### src/hw/rls_pkg.sv
// Constants, register map and types of the return-link slot scheduler
package rls_pkg;
    // ------------------------------------------------------------------
    // Clock and timing
    // ------------------------------------------------------------------
    localparam int CLK_HZ         = 20_000_000;
    localparam int TUNE_SETTLE_MS = 1000;
    localparam int PLAN_LAT_MS    = 90;
    localparam int CONT_LAT_MS    = 2000;
    // Longest times, so the counts round down
    localparam int TUNE_CYC_DFLT  = (CLK_HZ / 1000) * TUNE_SETTLE_MS;
    localparam int PLAN_CYC_DFLT  = (CLK_HZ / 1000) * PLAN_LAT_MS;
    localparam int CONT_CYC_DFLT  = (CLK_HZ / 1000) * CONT_LAT_MS;
    localparam int CNT_W          = 26;

    // ------------------------------------------------------------------
    // Numbering limits and widths
    // ------------------------------------------------------------------
    localparam int MAX_FRAME = 31;
    localparam int MAX_SLOT  = 2047;
    localparam int FRAME_W   = 5;
    localparam int SLOT_W    = 11;
    localparam int SFC_W     = 16;
    localparam int AREA_W    = 8;
    localparam int CAR_W     = 3;
    localparam int PAR_W     = 4;
    localparam int TBL_N     = 16;
    localparam int IDX_W     = 4;

    // ------------------------------------------------------------------
    // Register word addresses
    // ------------------------------------------------------------------
    localparam logic [3:0] REG_CTRL   = 4'h0;
    localparam logic [3:0] REG_GEOM   = 4'h1;
    localparam logic [3:0] REG_AREA   = 4'h2;
    localparam logic [3:0] REG_PARAM  = 4'h3;
    localparam logic [3:0] REG_TUNE   = 4'h4;
    localparam logic [3:0] REG_PROBE  = 4'h5;
    localparam logic [3:0] REG_STATUS = 4'h6;
    localparam logic [3:0] REG_POS    = 4'h7;

    // ------------------------------------------------------------------
    // Field positions and reset values
    // ------------------------------------------------------------------
    localparam int CTRL_EN      = 0;
    localparam int CTRL_DYN     = 1;
    localparam int CTRL_CONT    = 2;
    localparam int CTRL_HOPGAP  = 3;
    localparam int CTRL_DYNCAP  = 4;
    localparam int CTRL_NFRM    = 8;
    localparam logic [31:0] CTRL_MASK  = 32'h0000_1F1F;
    localparam logic [31:0] CTRL_RST   = 32'h0000_0000;
    localparam int PROBE_FRM    = 0;
    localparam int PROBE_SLOT   = 5;
    localparam int PROBE_PER    = 16;
    localparam int PROBE_CAR    = 24;
    localparam int PROBE_EN     = 31;
    localparam logic [31:0] PROBE_MASK = 32'h87FF_FFFF;
    localparam logic [31:0] PROBE_RST  = 32'h0000_0000;
    localparam logic [SLOT_W-1:0] GEOM_RST  = 11'h000;
    localparam logic [AREA_W-1:0] AREA_RST  = 8'h00;
    localparam logic [PAR_W-1:0]  PARAM_RST = 4'h0;
    localparam int ST_BAD = 2;
    localparam int ST_LAT = 3;
    localparam int ST_HOP = 4;

    // ------------------------------------------------------------------
    // Types
    // ------------------------------------------------------------------
    typedef struct packed {
        logic               cont;
        logic [FRAME_W-1:0] frame;
        logic [SLOT_W-1:0]  slot;
        logic [CAR_W-1:0]   carrier;
        logic [PAR_W-1:0]   param;
    } rls_entry_type;

    typedef enum logic [1:0] {
        PL_IDLE = 2'b00,
        PL_LOAD = 2'b01,
        PL_PEND = 2'b10
    } rls_plan_state_type;
endpackage : rls_pkg

### src/hw/rls_slot_scheduler.sv
// Return-link slot scheduler: slot timing, burst time plan intake, burst gating
//
// Function
// - Logon burst reports fixed or dynamic capability
// - Fixed burst parameters change only at superframe
// - Fixed mode mixes sync and traffic bursts
// - Dynamic mode changes parameters burst to burst
// - Hop within guard, or declared one-slot gap
// - Retune settled within one second
// - Superframes contiguous, each labelled by count
// - Transmit only in assigned or contention slots
// - Allocation applies per superframe, never per frame
// - Probe slots granted on long periods
// - Frames numbered from zero, at most 31
// - Timeslots numbered from zero, at most 2047
// - Slot identified by area, count, frame, slot
// - Parse own-area plan: count and allocations
// - Ready within 90 ms of plan
// - Continuous carrier ready within two seconds
// - No traffic before fine synchronisation
//
// The Avalon-MM interface to the registers and the address map were chosen for this implementation.
`timescale 1ns/1ns
module rls_slot_scheduler #(
    parameter int TUNE_CYC = rls_pkg::TUNE_CYC_DFLT,
    parameter int PLAN_CYC = rls_pkg::PLAN_CYC_DFLT,
    parameter int CONT_CYC = rls_pkg::CONT_CYC_DFLT
) (
    input  wire logic                         clk_sys,
    input  wire logic                         arst_n,
    input  wire logic [3:0]                   avs_address,
    input  wire logic                         avs_read,
    input  wire logic                         avs_write,
    input  wire logic [31:0]                  avs_writedata,
    output logic [31:0]                       avs_readdata,
    output logic                              avs_waitrequest,
    input  wire logic                         slot_strobe,
    input  wire logic                         sync_fine,
    input  wire logic                         btp_valid,
    input  wire logic                         btp_last,
    input  wire logic [rls_pkg::AREA_W-1:0]   btp_area_id,
    input  wire logic [rls_pkg::SFC_W-1:0]    btp_sf_count,
    input  wire logic [5:0]                   btp_frame,
    input  wire logic [11:0]                  btp_slot,
    input  wire logic                         btp_contention,
    input  wire logic [rls_pkg::CAR_W-1:0]    btp_carrier,
    input  wire logic [rls_pkg::PAR_W-1:0]    btp_param,
    output logic                              tx_grant,
    output logic                              tx_traffic,
    output logic [rls_pkg::CAR_W-1:0]         tx_carrier,
    output logic [rls_pkg::PAR_W-1:0]         tx_param,
    output logic                              logon_dyn_capable,
    output logic                              logon_hop_gap,
    output logic [rls_pkg::SFC_W-1:0]         sf_count,
    output logic [rls_pkg::FRAME_W-1:0]       frame_num,
    output logic [rls_pkg::SLOT_W-1:0]        slot_num
);
    import rls_pkg::*;

    // ------------------------------------------------------------------
    // State
    // ------------------------------------------------------------------
    logic                           wait_reg,     wait_next;
    logic [31:0]                    rdata_reg,    rdata_next;
    logic [31:0]                    ctrl_reg,     ctrl_next;
    logic [31:0]                    probe_reg,    probe_next;
    logic [SLOT_W-1:0]              geom_reg,     geom_next;
    logic [AREA_W-1:0]              area_reg,     area_next;
    logic [PAR_W-1:0]               param_reg,    param_next;
    logic [4:2]                     sticky_reg,   sticky_next;
    logic [CNT_W-1:0]               tune_reg,     tune_next;
    rls_plan_state_type             pl_reg,       pl_next;
    rls_entry_type [TBL_N-1:0]      shadow_reg,   shadow_next;
    rls_entry_type [TBL_N-1:0]      active_reg,   active_next;
    logic [IDX_W:0]                 sh_cnt_reg,   sh_cnt_next;
    logic [IDX_W:0]                 act_cnt_reg,  act_cnt_next;
    logic [SFC_W-1:0]               target_reg,   target_next;
    logic [CNT_W-1:0]               lat_reg,      lat_next;
    logic                           ready_reg,    ready_next;
    logic [FRAME_W-1:0]             frame_reg,    frame_next;
    logic [SLOT_W-1:0]              slot_reg,     slot_next;
    logic [SFC_W-1:0]               sfc_reg,      sfc_next;
    logic [PAR_W-1:0]               act_par_reg,  act_par_next;
    logic [7:0]                     probe_cnt_reg, probe_cnt_next;
    logic                           eval_reg,     eval_next;
    logic                           grant_reg,    grant_next;
    logic                           traffic_reg,  traffic_next;
    logic [CAR_W-1:0]               car_reg,      car_next;
    logic [PAR_W-1:0]               txpar_reg,    txpar_next;
    logic                           prev_tx_reg,  prev_tx_next;

    logic                           bad_set;
    logic                           lat_set;
    logic                           hop_set;
    logic                           sf_wrap;
    logic                           tune_busy;
    logic                           hop_conf;
    logic [FRAME_W-1:0]             last_frame;

    assign last_frame = ctrl_reg[CTRL_NFRM +: FRAME_W];
    assign tune_busy  = (tune_reg != '0);
    // Last slot of last frame closes the superframe
    assign sf_wrap    = slot_strobe && (slot_reg == geom_reg) && (frame_reg == last_frame);

    // Search the active plan for the current frame and slot
    function automatic logic [IDX_W:0] tbl_find(input rls_entry_type [TBL_N-1:0] t,
                                               input logic [IDX_W:0] n,
                                               input logic [FRAME_W-1:0] f,
                                               input logic [SLOT_W-1:0] s);
        logic [IDX_W:0] r;
        r = 5'h00;
        for (int i = TBL_N - 1; i >= 0; i--) begin
            if ((i < int'(n)) && (t[i].frame == f) && (t[i].slot == s)) begin
                r = {1'b1, IDX_W'(i)};
            end
        end
        return r;
    endfunction : tbl_find

    // ------------------------------------------------------------------
    // Register slave: one wait state on every access
    // ------------------------------------------------------------------
    always_comb begin
        wait_next   = 1'b1;
        rdata_next  = rdata_reg;
        ctrl_next   = ctrl_reg;
        probe_next  = probe_reg;
        geom_next   = geom_reg;
        area_next   = area_reg;
        param_next  = param_reg;
        tune_next   = tune_busy ? tune_reg - 1'b1 : tune_reg;
        sticky_next = sticky_reg;
        if ((avs_read || avs_write) && wait_reg) begin
            wait_next = 1'b0;
            unique case (avs_address)
                REG_CTRL:   rdata_next = ctrl_reg;
                REG_GEOM:   rdata_next = {21'h000000, geom_reg};
                REG_AREA:   rdata_next = {24'h000000, area_reg};
                REG_PARAM:  rdata_next = {28'h0000000, param_reg};
                REG_PROBE:  rdata_next = probe_reg;
                REG_STATUS: rdata_next = {sfc_reg, 3'h0, act_cnt_reg, 3'h0, sticky_reg, tune_busy, ready_reg};
                REG_POS:    rdata_next = {5'h00, slot_reg, 11'h000, frame_reg};
                default:    rdata_next = 32'h0000_0000;
            endcase
        end
        // Write lands at the edge where waitrequest is seen low
        if (avs_write && !wait_reg) begin
            unique case (avs_address)
                REG_CTRL:   ctrl_next  = avs_writedata & CTRL_MASK;
                REG_GEOM:   geom_next  = avs_writedata[SLOT_W-1:0];
                REG_AREA:   area_next  = avs_writedata[AREA_W-1:0];
                REG_PARAM:  param_next = avs_writedata[PAR_W-1:0];
                REG_TUNE:   tune_next  = CNT_W'(TUNE_CYC);
                REG_PROBE:  probe_next = avs_writedata & PROBE_MASK;
                REG_STATUS: sticky_next = sticky_reg & ~avs_writedata[4:2];
                default:    ;
            endcase
        end
        // A new event beats a clear in the same cycle
        sticky_next = sticky_next | {hop_set, lat_set, bad_set};
    end

    always_ff @(posedge clk_sys or negedge arst_n) begin
        if (!arst_n) begin
            wait_reg   <= 1'b1;
            rdata_reg  <= 32'h0000_0000;
            ctrl_reg   <= CTRL_RST;
            probe_reg  <= PROBE_RST;
            geom_reg   <= GEOM_RST;
            area_reg   <= AREA_RST;
            param_reg  <= PARAM_RST;
            tune_reg   <= '0;
            sticky_reg <= 3'h0;
        end else begin
            wait_reg   <= wait_next;
            rdata_reg  <= rdata_next;
            ctrl_reg   <= ctrl_next;
            probe_reg  <= probe_next;
            geom_reg   <= geom_next;
            area_reg   <= area_next;
            param_reg  <= param_next;
            tune_reg   <= tune_next;
            sticky_reg <= sticky_next;
        end
    end

    // ------------------------------------------------------------------
    // Burst time plan intake into the shadow table
    // ------------------------------------------------------------------
    always_comb begin
        logic [IDX_W:0] base;
        base         = (pl_reg == PL_LOAD) ? sh_cnt_reg : 5'h00;
        pl_next      = pl_reg;
        shadow_next  = shadow_reg;
        sh_cnt_next  = sh_cnt_reg;
        target_next  = target_reg;
        lat_next     = lat_reg;
        ready_next   = ready_reg;
        active_next  = active_reg;
        act_cnt_next = act_cnt_reg;
        bad_set      = 1'b0;
        lat_set      = 1'b0;
        if (pl_reg == PL_LOAD) begin
            lat_next = lat_reg + 1'b1;
        end
        if (btp_valid) begin
            if (pl_reg != PL_LOAD) begin
                sh_cnt_next = 5'h00;
                lat_next    = '0;
                ready_next  = 1'b0;
            end
            // Foreign areas are skipped; own entries checked for range
            if (btp_area_id == area_reg) begin
                if ((btp_frame > 6'(MAX_FRAME)) || (btp_slot > 12'(MAX_SLOT))) begin
                    bad_set = 1'b1;
                end else if (base < 5'(TBL_N)) begin
                    shadow_next[base[IDX_W-1:0]] = '{btp_contention, btp_frame[FRAME_W-1:0],
                        btp_slot[SLOT_W-1:0], btp_carrier, btp_param};
                    sh_cnt_next = base + 1'b1;
                    target_next = btp_sf_count;
                end
            end
            pl_next = btp_last ? PL_PEND : PL_LOAD;
            if (btp_last) begin
                ready_next = 1'b1;
            end
        end else if ((pl_reg == PL_LOAD) &&
                     (lat_reg >= CNT_W'(ctrl_reg[CTRL_CONT] ? CONT_CYC : PLAN_CYC))) begin
            // Message too slow to meet the readiness budget: drop it
            lat_set = 1'b1;
            pl_next = PL_IDLE;
        end
        // Plans swap in only at the superframe they name
        if (sf_wrap && (pl_reg == PL_PEND) && (target_reg == sfc_reg + 1'b1)) begin
            active_next  = shadow_reg;
            act_cnt_next = sh_cnt_reg;
            pl_next      = btp_valid ? pl_next : PL_IDLE;
        end
    end

    always_ff @(posedge clk_sys or negedge arst_n) begin
        if (!arst_n) begin
            pl_reg      <= PL_IDLE;
            shadow_reg  <= '0;
            active_reg  <= '0;
            sh_cnt_reg  <= 5'h00;
            act_cnt_reg <= 5'h00;
            target_reg  <= '0;
            lat_reg     <= '0;
            ready_reg   <= 1'b0;
        end else begin
            pl_reg      <= pl_next;
            shadow_reg  <= shadow_next;
            active_reg  <= active_next;
            sh_cnt_reg  <= sh_cnt_next;
            act_cnt_reg <= act_cnt_next;
            target_reg  <= target_next;
            lat_reg     <= lat_next;
            ready_reg   <= ready_next;
        end
    end

    // ------------------------------------------------------------------
    // Slot timing and burst gating
    // ------------------------------------------------------------------
    always_comb begin
        logic [IDX_W:0] hit;
        logic           probe_hit;
        logic           cand;
        hit            = tbl_find(active_reg, act_cnt_reg, frame_reg, slot_reg);
        probe_hit      = probe_reg[PROBE_EN] && (probe_cnt_reg == 8'h00) &&
                         (probe_reg[PROBE_FRM +: FRAME_W] == frame_reg) &&
                         (probe_reg[PROBE_SLOT +: SLOT_W] == slot_reg);
        // Traffic needs fine sync; probe slots do not
        cand = ctrl_reg[CTRL_EN] && !tune_busy && ((hit[IDX_W] && sync_fine) || probe_hit);
        frame_next     = frame_reg;
        slot_next      = slot_reg;
        sfc_next       = sfc_reg;
        act_par_next   = act_par_reg;
        probe_cnt_next = probe_cnt_reg;
        eval_next      = slot_strobe;
        if (slot_strobe) begin
            slot_next = (slot_reg == geom_reg) ? 11'h000 : slot_reg + 1'b1;
            if (slot_reg == geom_reg) begin
                frame_next = (frame_reg == last_frame) ? 5'h00 : frame_reg + 1'b1;
            end
        end
        if (sf_wrap) begin
            sfc_next       = sfc_reg + 1'b1;
            act_par_next   = param_reg;
            probe_cnt_next = (probe_cnt_reg == 8'h00) ? probe_reg[PROBE_PER +: 8] : probe_cnt_reg - 1'b1;
        end
        car_next = hit[IDX_W] ? active_reg[hit[IDX_W-1:0]].carrier : probe_reg[PROBE_CAR +: CAR_W];
        // Declared gap: no back-to-back bursts on different carriers
        hop_conf = ctrl_reg[CTRL_HOPGAP] && prev_tx_reg && cand && (car_next != car_reg);
        hop_set  = eval_reg && hop_conf;
        grant_next   = grant_reg;
        traffic_next = traffic_reg;
        txpar_next   = txpar_reg;
        prev_tx_next = prev_tx_reg;
        if (eval_reg) begin
            grant_next   = cand && !hop_conf;
            traffic_next = cand && !hop_conf && hit[IDX_W] && sync_fine;
            prev_tx_next = cand && !hop_conf;
            // Dynamic mode takes each entry's own rate and coding
            txpar_next   = (ctrl_reg[CTRL_DYN] && hit[IDX_W]) ?
                           active_reg[hit[IDX_W-1:0]].param : act_par_reg;
        end else begin
            car_next = car_reg;
        end
    end

    always_ff @(posedge clk_sys or negedge arst_n) begin
        if (!arst_n) begin
            frame_reg     <= 5'h00;
            slot_reg      <= 11'h000;
            sfc_reg       <= 16'h0000;
            act_par_reg   <= PARAM_RST;
            probe_cnt_reg <= 8'h00;
            eval_reg      <= 1'b0;
            grant_reg     <= 1'b0;
            traffic_reg   <= 1'b0;
            car_reg       <= 3'h0;
            txpar_reg     <= 4'h0;
            prev_tx_reg   <= 1'b0;
        end else begin
            frame_reg     <= frame_next;
            slot_reg      <= slot_next;
            sfc_reg       <= sfc_next;
            act_par_reg   <= act_par_next;
            probe_cnt_reg <= probe_cnt_next;
            eval_reg      <= eval_next;
            grant_reg     <= grant_next;
            traffic_reg   <= traffic_next;
            car_reg       <= car_next;
            txpar_reg     <= txpar_next;
            prev_tx_reg   <= prev_tx_next;
        end
    end

    // ------------------------------------------------------------------
    // Outputs, all straight from flops
    // ------------------------------------------------------------------
    assign avs_readdata      = rdata_reg;
    assign avs_waitrequest   = wait_reg;
    assign tx_grant          = grant_reg;
    assign tx_traffic        = traffic_reg;
    assign tx_carrier        = car_reg;
    assign tx_param          = txpar_reg;
    assign logon_dyn_capable = ctrl_reg[CTRL_DYNCAP];
    assign logon_hop_gap     = ctrl_reg[CTRL_HOPGAP];
    assign sf_count          = sfc_reg;
    assign frame_num         = frame_reg;
    assign slot_num          = slot_reg;
endmodule : rls_slot_scheduler

### config.mk
export PLATFORM = sky130hd
export DESIGN_NAME = rls_slot_scheduler
export DESIGN_NICKNAME = d
export VERILOG_FILES = /design/src/hw/rls_pkg.sv /design/src/hw/rls_slot_scheduler.sv
export SDC_FILE = /design/constraint.sdc
export NUM_CORES = 2
export LEC_CHECK = 0
export ABC_AREA = 1
export BUFFER_PORTS_ARGS = -buffer_cell sky130_fd_sc_hd__buf_2
export CORE_MARGIN = 5
export CORE_UTILIZATION = 35
export CTS_CLUSTER_SIZE = 40
export DETAILED_ROUTE_END_ITERATION = 10
export PLACE_DENSITY = 0.57
export SYNTH_ARGS = -nofsm -noshare
export SYNTH_HDL_FRONTEND = slang
export SYNTH_SLANG_ARGS = --single-unit
### constraint.sdc
create_clock -name clk_sys -period 2.95 [get_ports clk_sys]
set_input_delay 0.295 -clock clk_sys [delete_from_list [all_inputs] [get_ports clk_sys]]
set_output_delay 0.295 -clock clk_sys [all_outputs]
set_load 0.02 [all_outputs]
# Word-level counts from Yosys, hierarchy flattened

Index checks and enable logic that the tools add are counted.

Logic and storage cells: 394
Output and inout port bits: 76
Flip-flop bits (word level): 1000
Input port bits: 94

Multiplexer cells: 54
Bitwise logic cells: 4
Order comparisons: 23
Reductions and logical operators: 72
Add/sub/neg operators: 7
Equality and inequality tests: 49

Operators with widths:

| operator                                                                     | number |
|---|---|
| 384-bit bitwise mux                                                          | 1 |
| 32-bit one-hot mux with 7 select lines                                       | 1 |
| 11-bit equality test                                                         | 18 |
| 26-bit two-way mux                                                           | 7 |
| 5-bit two-way mux                                                            | 22 |
| 24-bit binary-select mux with 4-bit select                                   | 1 |
| 24-bit demux with 4-bit select                                               | 1 |
| 5-bit equality test                                                          | 18 |
| 1-bit logical AND                                                            | 54 |
| 4-bit by 5-bit less-than comparator with 1-bit output (first input constant) | 8 |
| 26-bit by 1-bit adder with 26-bit output (second input constant)             | 1 |
| 26-bit greater-or-equal comparator                                           | 1 |
| 26-bit nonzero test                                                          | 1 |
| 26-bit by 1-bit subtractor with 26-bit output (second input constant)        | 1 |
| 24-bit two-way mux                                                           | 1 |
| 3-bit by 5-bit less-than comparator with 1-bit output (first input constant) | 4 |
| 16-bit by 1-bit adder with 16-bit output (second input constant)             | 1 |
| 16-bit equality test                                                         | 1 |
| 4-bit by 3-bit equality test with 1-bit output (second input constant)       | 4 |
| 2-bit AND reduction                                                          | 7 |
| 12-bit by 11-bit > comparator with 1-bit output (second input constant)      | 1 |
| 11-bit by 1-bit adder with 11-bit output (second input constant)             | 1 |
| 11-bit two-way mux                                                           | 1 |
| 5-bit by 1-bit adder with 5-bit output (second input constant)               | 2 |
| other kinds (30)                                                             | 51 |

# Logic depth before layout (Yosys ltp)

Word-level depth: 28
Depth in mapped cells: 39
Gate-level depth less buffers: 38

# Worst setup path after synthesis

No wires, ideal clock.

Kind: register to register
From: register slot_reg[5] (netlist: slot_num[5])
To: register txpar_reg[1] (netlist: tx_param[1])
Arrival: 3.000 ns
Period minus slack after synthesis: 3.124 ns
Stages on the path, launching flop included: 19
Buffers on the path: 3
Setup time: 0.124 ns
Slack: -0.174 ns
Data required time: 2.826 ns
Path through: dfrtp_1 buf_2 inv_1 buf_4 o22ai_1 a221oi_1 nand3_1 a21oi_1 nand4_1 nand2_1 nor2_1 nand3_1 inv_1 buf_2 a211oi_1 a211o_1 nand3_1 o211ai_1 nand2_1

Word-level cells in the longest chain between the ends: 21
Elaborated cells on any way between the ends: 52
Those cells by class: 16 x eq/ne; 19 x mux; 17 x reduce/logical

Ends and longest elaborated chain:

| item                                       | line                      | source |
|---|---|---|
| start, declared                            | rls_slot_scheduler.sv:81  | `logic [SLOT_W-1:0] slot_reg, slot_next;` |
| start signal, assigned                     | rls_slot_scheduler.sv:328 | `slot_reg <= slot_next;` |
| 11-bit equality test                       | rls_slot_scheduler.sv:113 | `if ((i < int'(n)) && (t[i].frame == f) && (t[i].slot == s)) begin` |
| 1-bit logical AND                          | rls_slot_scheduler.sv:113 |  |
| 5-bit two-way mux (15 in a row)            | rls_slot_scheduler.sv:113 |  |
| 5-bit two-way mux *                        | rls_slot_scheduler.sv:113 |  |
| 24-bit binary-select mux with 4-bit select | rls_slot_scheduler.sv:307 | `active_reg[hit[IDX_W-1:0]].param : act_par_reg;` |
| 7-bit two-way mux (implied by the code)    | rls_slot_scheduler.sv:307 |  |
| 4-bit two-way mux *                        | rls_slot_scheduler.sv:306 | `txpar_next = (ctrl_reg[CTRL_DYN] && hit[IDX_W]) ?` |
| end signal, assigned                       | rls_slot_scheduler.sv:336 | `txpar_reg <= txpar_next;` |
| end, declared                              | rls_slot_scheduler.sv:89  | `logic [PAR_W-1:0] txpar_reg, txpar_next;` |

Every way passes the cells marked *; elsewhere a longest branch is shown, timed or not. The select of a mux whose other input is x is not followed.
A chain may end at the register's enable or synchronous reset.

# Worst setup path in the final report

From: register sfc_reg[2] (netlist: sf_count[2])
To: register active_reg[131] in the netlist's numbering

Word-level cells in the longest chain between the ends: 3

Ends and longest elaborated chain:

| item                                     | line                      | source |
|---|---|---|
| start, declared                          | rls_slot_scheduler.sv:82  | `logic [SFC_W-1:0] sfc_reg, sfc_next;` |
| start signal, assigned                   | rls_slot_scheduler.sv:329 | `sfc_reg <= sfc_next;` |
| 16-bit by 1-bit adder with 16-bit output | rls_slot_scheduler.sv:234 | `if (sf_wrap && (pl_reg == PL_PEND) && (target_reg == sfc_reg + 1'b1)) begin` |
| 16-bit equality test                     | rls_slot_scheduler.sv:234 |  |
| 1-bit logical AND                        | rls_slot_scheduler.sv:234 |  |
| end signal, assigned                     | rls_slot_scheduler.sv:254 | `active_reg <= active_next;` |
| end, declared                            | rls_slot_scheduler.sv:74  | `rls_entry_type [TBL_N-1:0] active_reg, active_next;` |

No other way between the ends.

==> flow_summary.toml <==
[status]
status = "finished with violations"
violations = "setup timing"

[sta]
setup_violations = 397
max_slew_margin_pct = 22.6
hold_viol = 0
finalCriticalPeriod_ns = 3.67
worst_pin_slew_ns = 1.16
fin_ws_ns = -0.718
fmax_ghz = 0.273
maxSlewViolCount = 0
fin_crit_sh_pct = 124
skew_ns = 0.0395
rsz0062_at_grt = "true"

[floorplan]
coreArea_um2 = 123000
die_h_um = 362
rows = 129
die_area_um2 = 131000
start_util_pct = 35.1
die_w_um = 362
io_pins = 170

[synth]
synth_edf_count = 0
yosysTopAreaCell = "dfrtp_1"
ys_top_cells_by_area = "dfrtp_1 (56%), nand2_1 (16%), o21ai_0 (8.0%)"
synth_area_um2 = 43400
yosysMostFrequentCell = "nand2_1"
synth_nets = 5241
async_flop_share_pct = 100
synthCells = 5123
yosysWarnings = 0
synthTopCellsByCount = "nand2_1 (1898), dfrtp_1 (967), o21ai_0 (693), inv_1 (349), nor2_1 (208)"
synth_cell_types = 61
synth_top_flop_cell = "dfrtp_1"
synth_top_area_share_pct = 55.8
ys_ff_latch = 968
syn_avg_cell_area_um2 = 8.46
ys_seq_area_share_pct = 55.9

[final_layout]
finish.net_count = 5909
area_delta_synth_final_pct = 34.9
post-route-util_pct = 47.4
fin_area_um2 = 58500
drive_above_1_share_pct = 25.0

[drt]
first_iter_violations = 3847
drt-total-wl_um = 161000
drc = 0
drtAntennaViolNets = 0
via_count = 38753
dr.pass1.iters = 6
routedWlPerCell_um = 21.4
routed_via_density = 5.16

[pwr]
power-per-cell-area_nw_per_um2 = 590
cellLeakagePower_nw = 29.6
power_mw = 34.5
peakVddDrop_v = 0.000527

[grt]
antenna_found_initial = 2
grt_pass1_vias = 37146
grt_pass1_wl_um = 237000
grt.total_usage_pct = 23.5
grt_overflow_total = 0
grt_max_degree = 125

[clocking]
cts_tree = "done"
clockBufferDepth = 3
clkSinkCount = 968
cts-root-buf = "clkbuf_16"
clk_latency_ns = 0.71
cts_made_buffers = 107
cts.clk_slew.worst_paths_ns = 0.06
htree_levels = 3

[worst_setup_path]
arrival_ns = 4.29
start_kind = "register"
worstPathRequired_ns = 3.57
end_kind = "register"
r2r_setup_slack_ns = -0.72
crit_type = "reg -> reg"
path_max_fanout = 8

[placed_design]
post-dp-hpwl_um = 106000
gp_congestion = 0.945
portBuffers = 164
postPlaceCellArea_um2 = 49300

[flow_run]
cap_violations = 0

[worst_hold_path]
hold_path.class = "in -> reg"
[layout make-up]
| class | instances | area, um2 |
|---|---|---|
| Antenna cell | 1 | 2.50 |
| Clock buffer | 160 | 3180 |
| Clock inverter | 37 | 457 |
| Fill cell | 11613 | 65000 |
| Inverter | 364 | 1420 |
| Multi-Input combinational cell | 3524 | 18500 |
| Sequential cell | 968 | 24200 |
| Tap cell | 1637 | 2050 |
| Timing Repair Buffer | 824 | 8670 |
| Timing Repair inverter | 2 | 21.3 |
[stage by stage]
| step | setup TNS [ns] | setup slack (ns) | std cells | hold WS, ns |
|---|---|---|---|---|
| 3_3_place_gp | -213.32 | -1.04 | 7091 | 0.286 |
| 3_5_place_dp | -195.22 | -1.02 | 7091 | 0.290 |
| 2_1_floorplan | 0 | 0.0000842 | 5123 | -0.000591 |
| 5_1_grt | -362.52 | -0.924 | 7516 | 0.0845 |
| 4_1_cts | -179.68 | -0.575 | 7451 | 0.0399 |
| 6_report | -225.78 | -0.718 | 7517 | 0.0630 |
[where the power goes]
part,internal [mW],switching (mW)
registers,13.7,0.555
clock network,8.15,5.70
logic,2.50,3.87
[cell usage in the layout, fill, tap and decap left out, types with 53 or more instances in the layout]
| cell | netlist | final |
|---|---|---|
| buf_2 | 65 | 163 |
| inv_1 | 349 | 336 |
| a21oi_1 | 69 | 68 |
| nor2_1 | 208 | 197 |
| o22ai_1 | 60 | 60 |
| dfrtp_1 | 967 | 947 |
| o21ai_2 | 0 | 67 |
| nand2_4 | 2 | 88 |
| xor2_1 | 105 | 104 |
| buf_12 | 1 | 101 |
| nand2_2 | 1 | 223 |
| o21ai_0 | 693 | 590 |
| clkbuf_16 | 0 | 135 |
| dlygate4sd3_1 | 0 | 53 |
| nand2_1 | 1898 | 1588 |
| buf_4 | 36 | 384 |
| nand3_1 | 125 | 91 |
| xnor2_1 | 65 | 60 |
[worst max-delay path: stages, from the launching register on]
cell and delay [ns]:
dfrtp_2 0.40, nand2_4 0.07, nor2_4 0.09, nand2_2 0.07, nor2_2 0.09, inv_2 0.06, nor2_4 0.09, inv_2 0.06
nor2_4 0.09, inv_2 0.06, nor3_4 0.11, nand3_2 0.15, nor2_2 0.15, xor2_1 0.22, xor2_1 0.18, nand3_1 0.15
nor4_4 0.31, buf_4 0.18, nand3_4 0.17, inv_8 0.17, buf_12 0.12, buf_12 0.10, buf_16 0.13, buf_6 0.10
buf_12 0.14, nand2_4 0.05, nand2_2 0.06
[routing by layer]
layer	vias to the layer above	GRT usage [%]	wire length [um]
met3	334	3.82	11900
met1	19039	33.0	69000
met5	-	0	13
met4	2	8.20	6330
li1	17865	-	-
met2	1513	37.2	73500
[kinds of logic (layout without fill, tap and decap cells)]
logic type	count (synthesis)	in the layout	share of synthesized area [%]
buffers and inverters	633	1387	6.20
DFF	968	968	55.9
other	0	1	0
AOI/OAI and AO/OA	924	924	11.6
adders and majority gates	24	24	0.693
and+or+nand+nor	2398	2400	22.1
muxes	6	6	0.153
xor gates and xnor gates	170	170	3.43
[final timing paths]
path | start | to | cells past startpoint
worst max-delay path | sf_count[2] | active_reg[131] | 26
worst min-delay path | btp_frame[5] | sticky_reg[2] | 4
worst max register to register | sf_count[2] | active_reg[131] | 26
worst min register to register | shadow_reg[22] | active_reg[22] | 2
max in group asynchronous | arst_n | shadow_reg[336] | 3
min in group asynchronous | arst_n | active_reg[137] | 2
[repair_timing]
item / in CTS / in global routing
endpoints found under the hold margin: 132 / 0
cloned: 40 / 32
pin swaps: 38 / 121
gates resized for setup: 299 / 540
buffers inserted: 70 / 58
hold buffers: 53 / 0
endpoints found under the setup margin: 397 / 668
(Power assumes the default switching activity.)
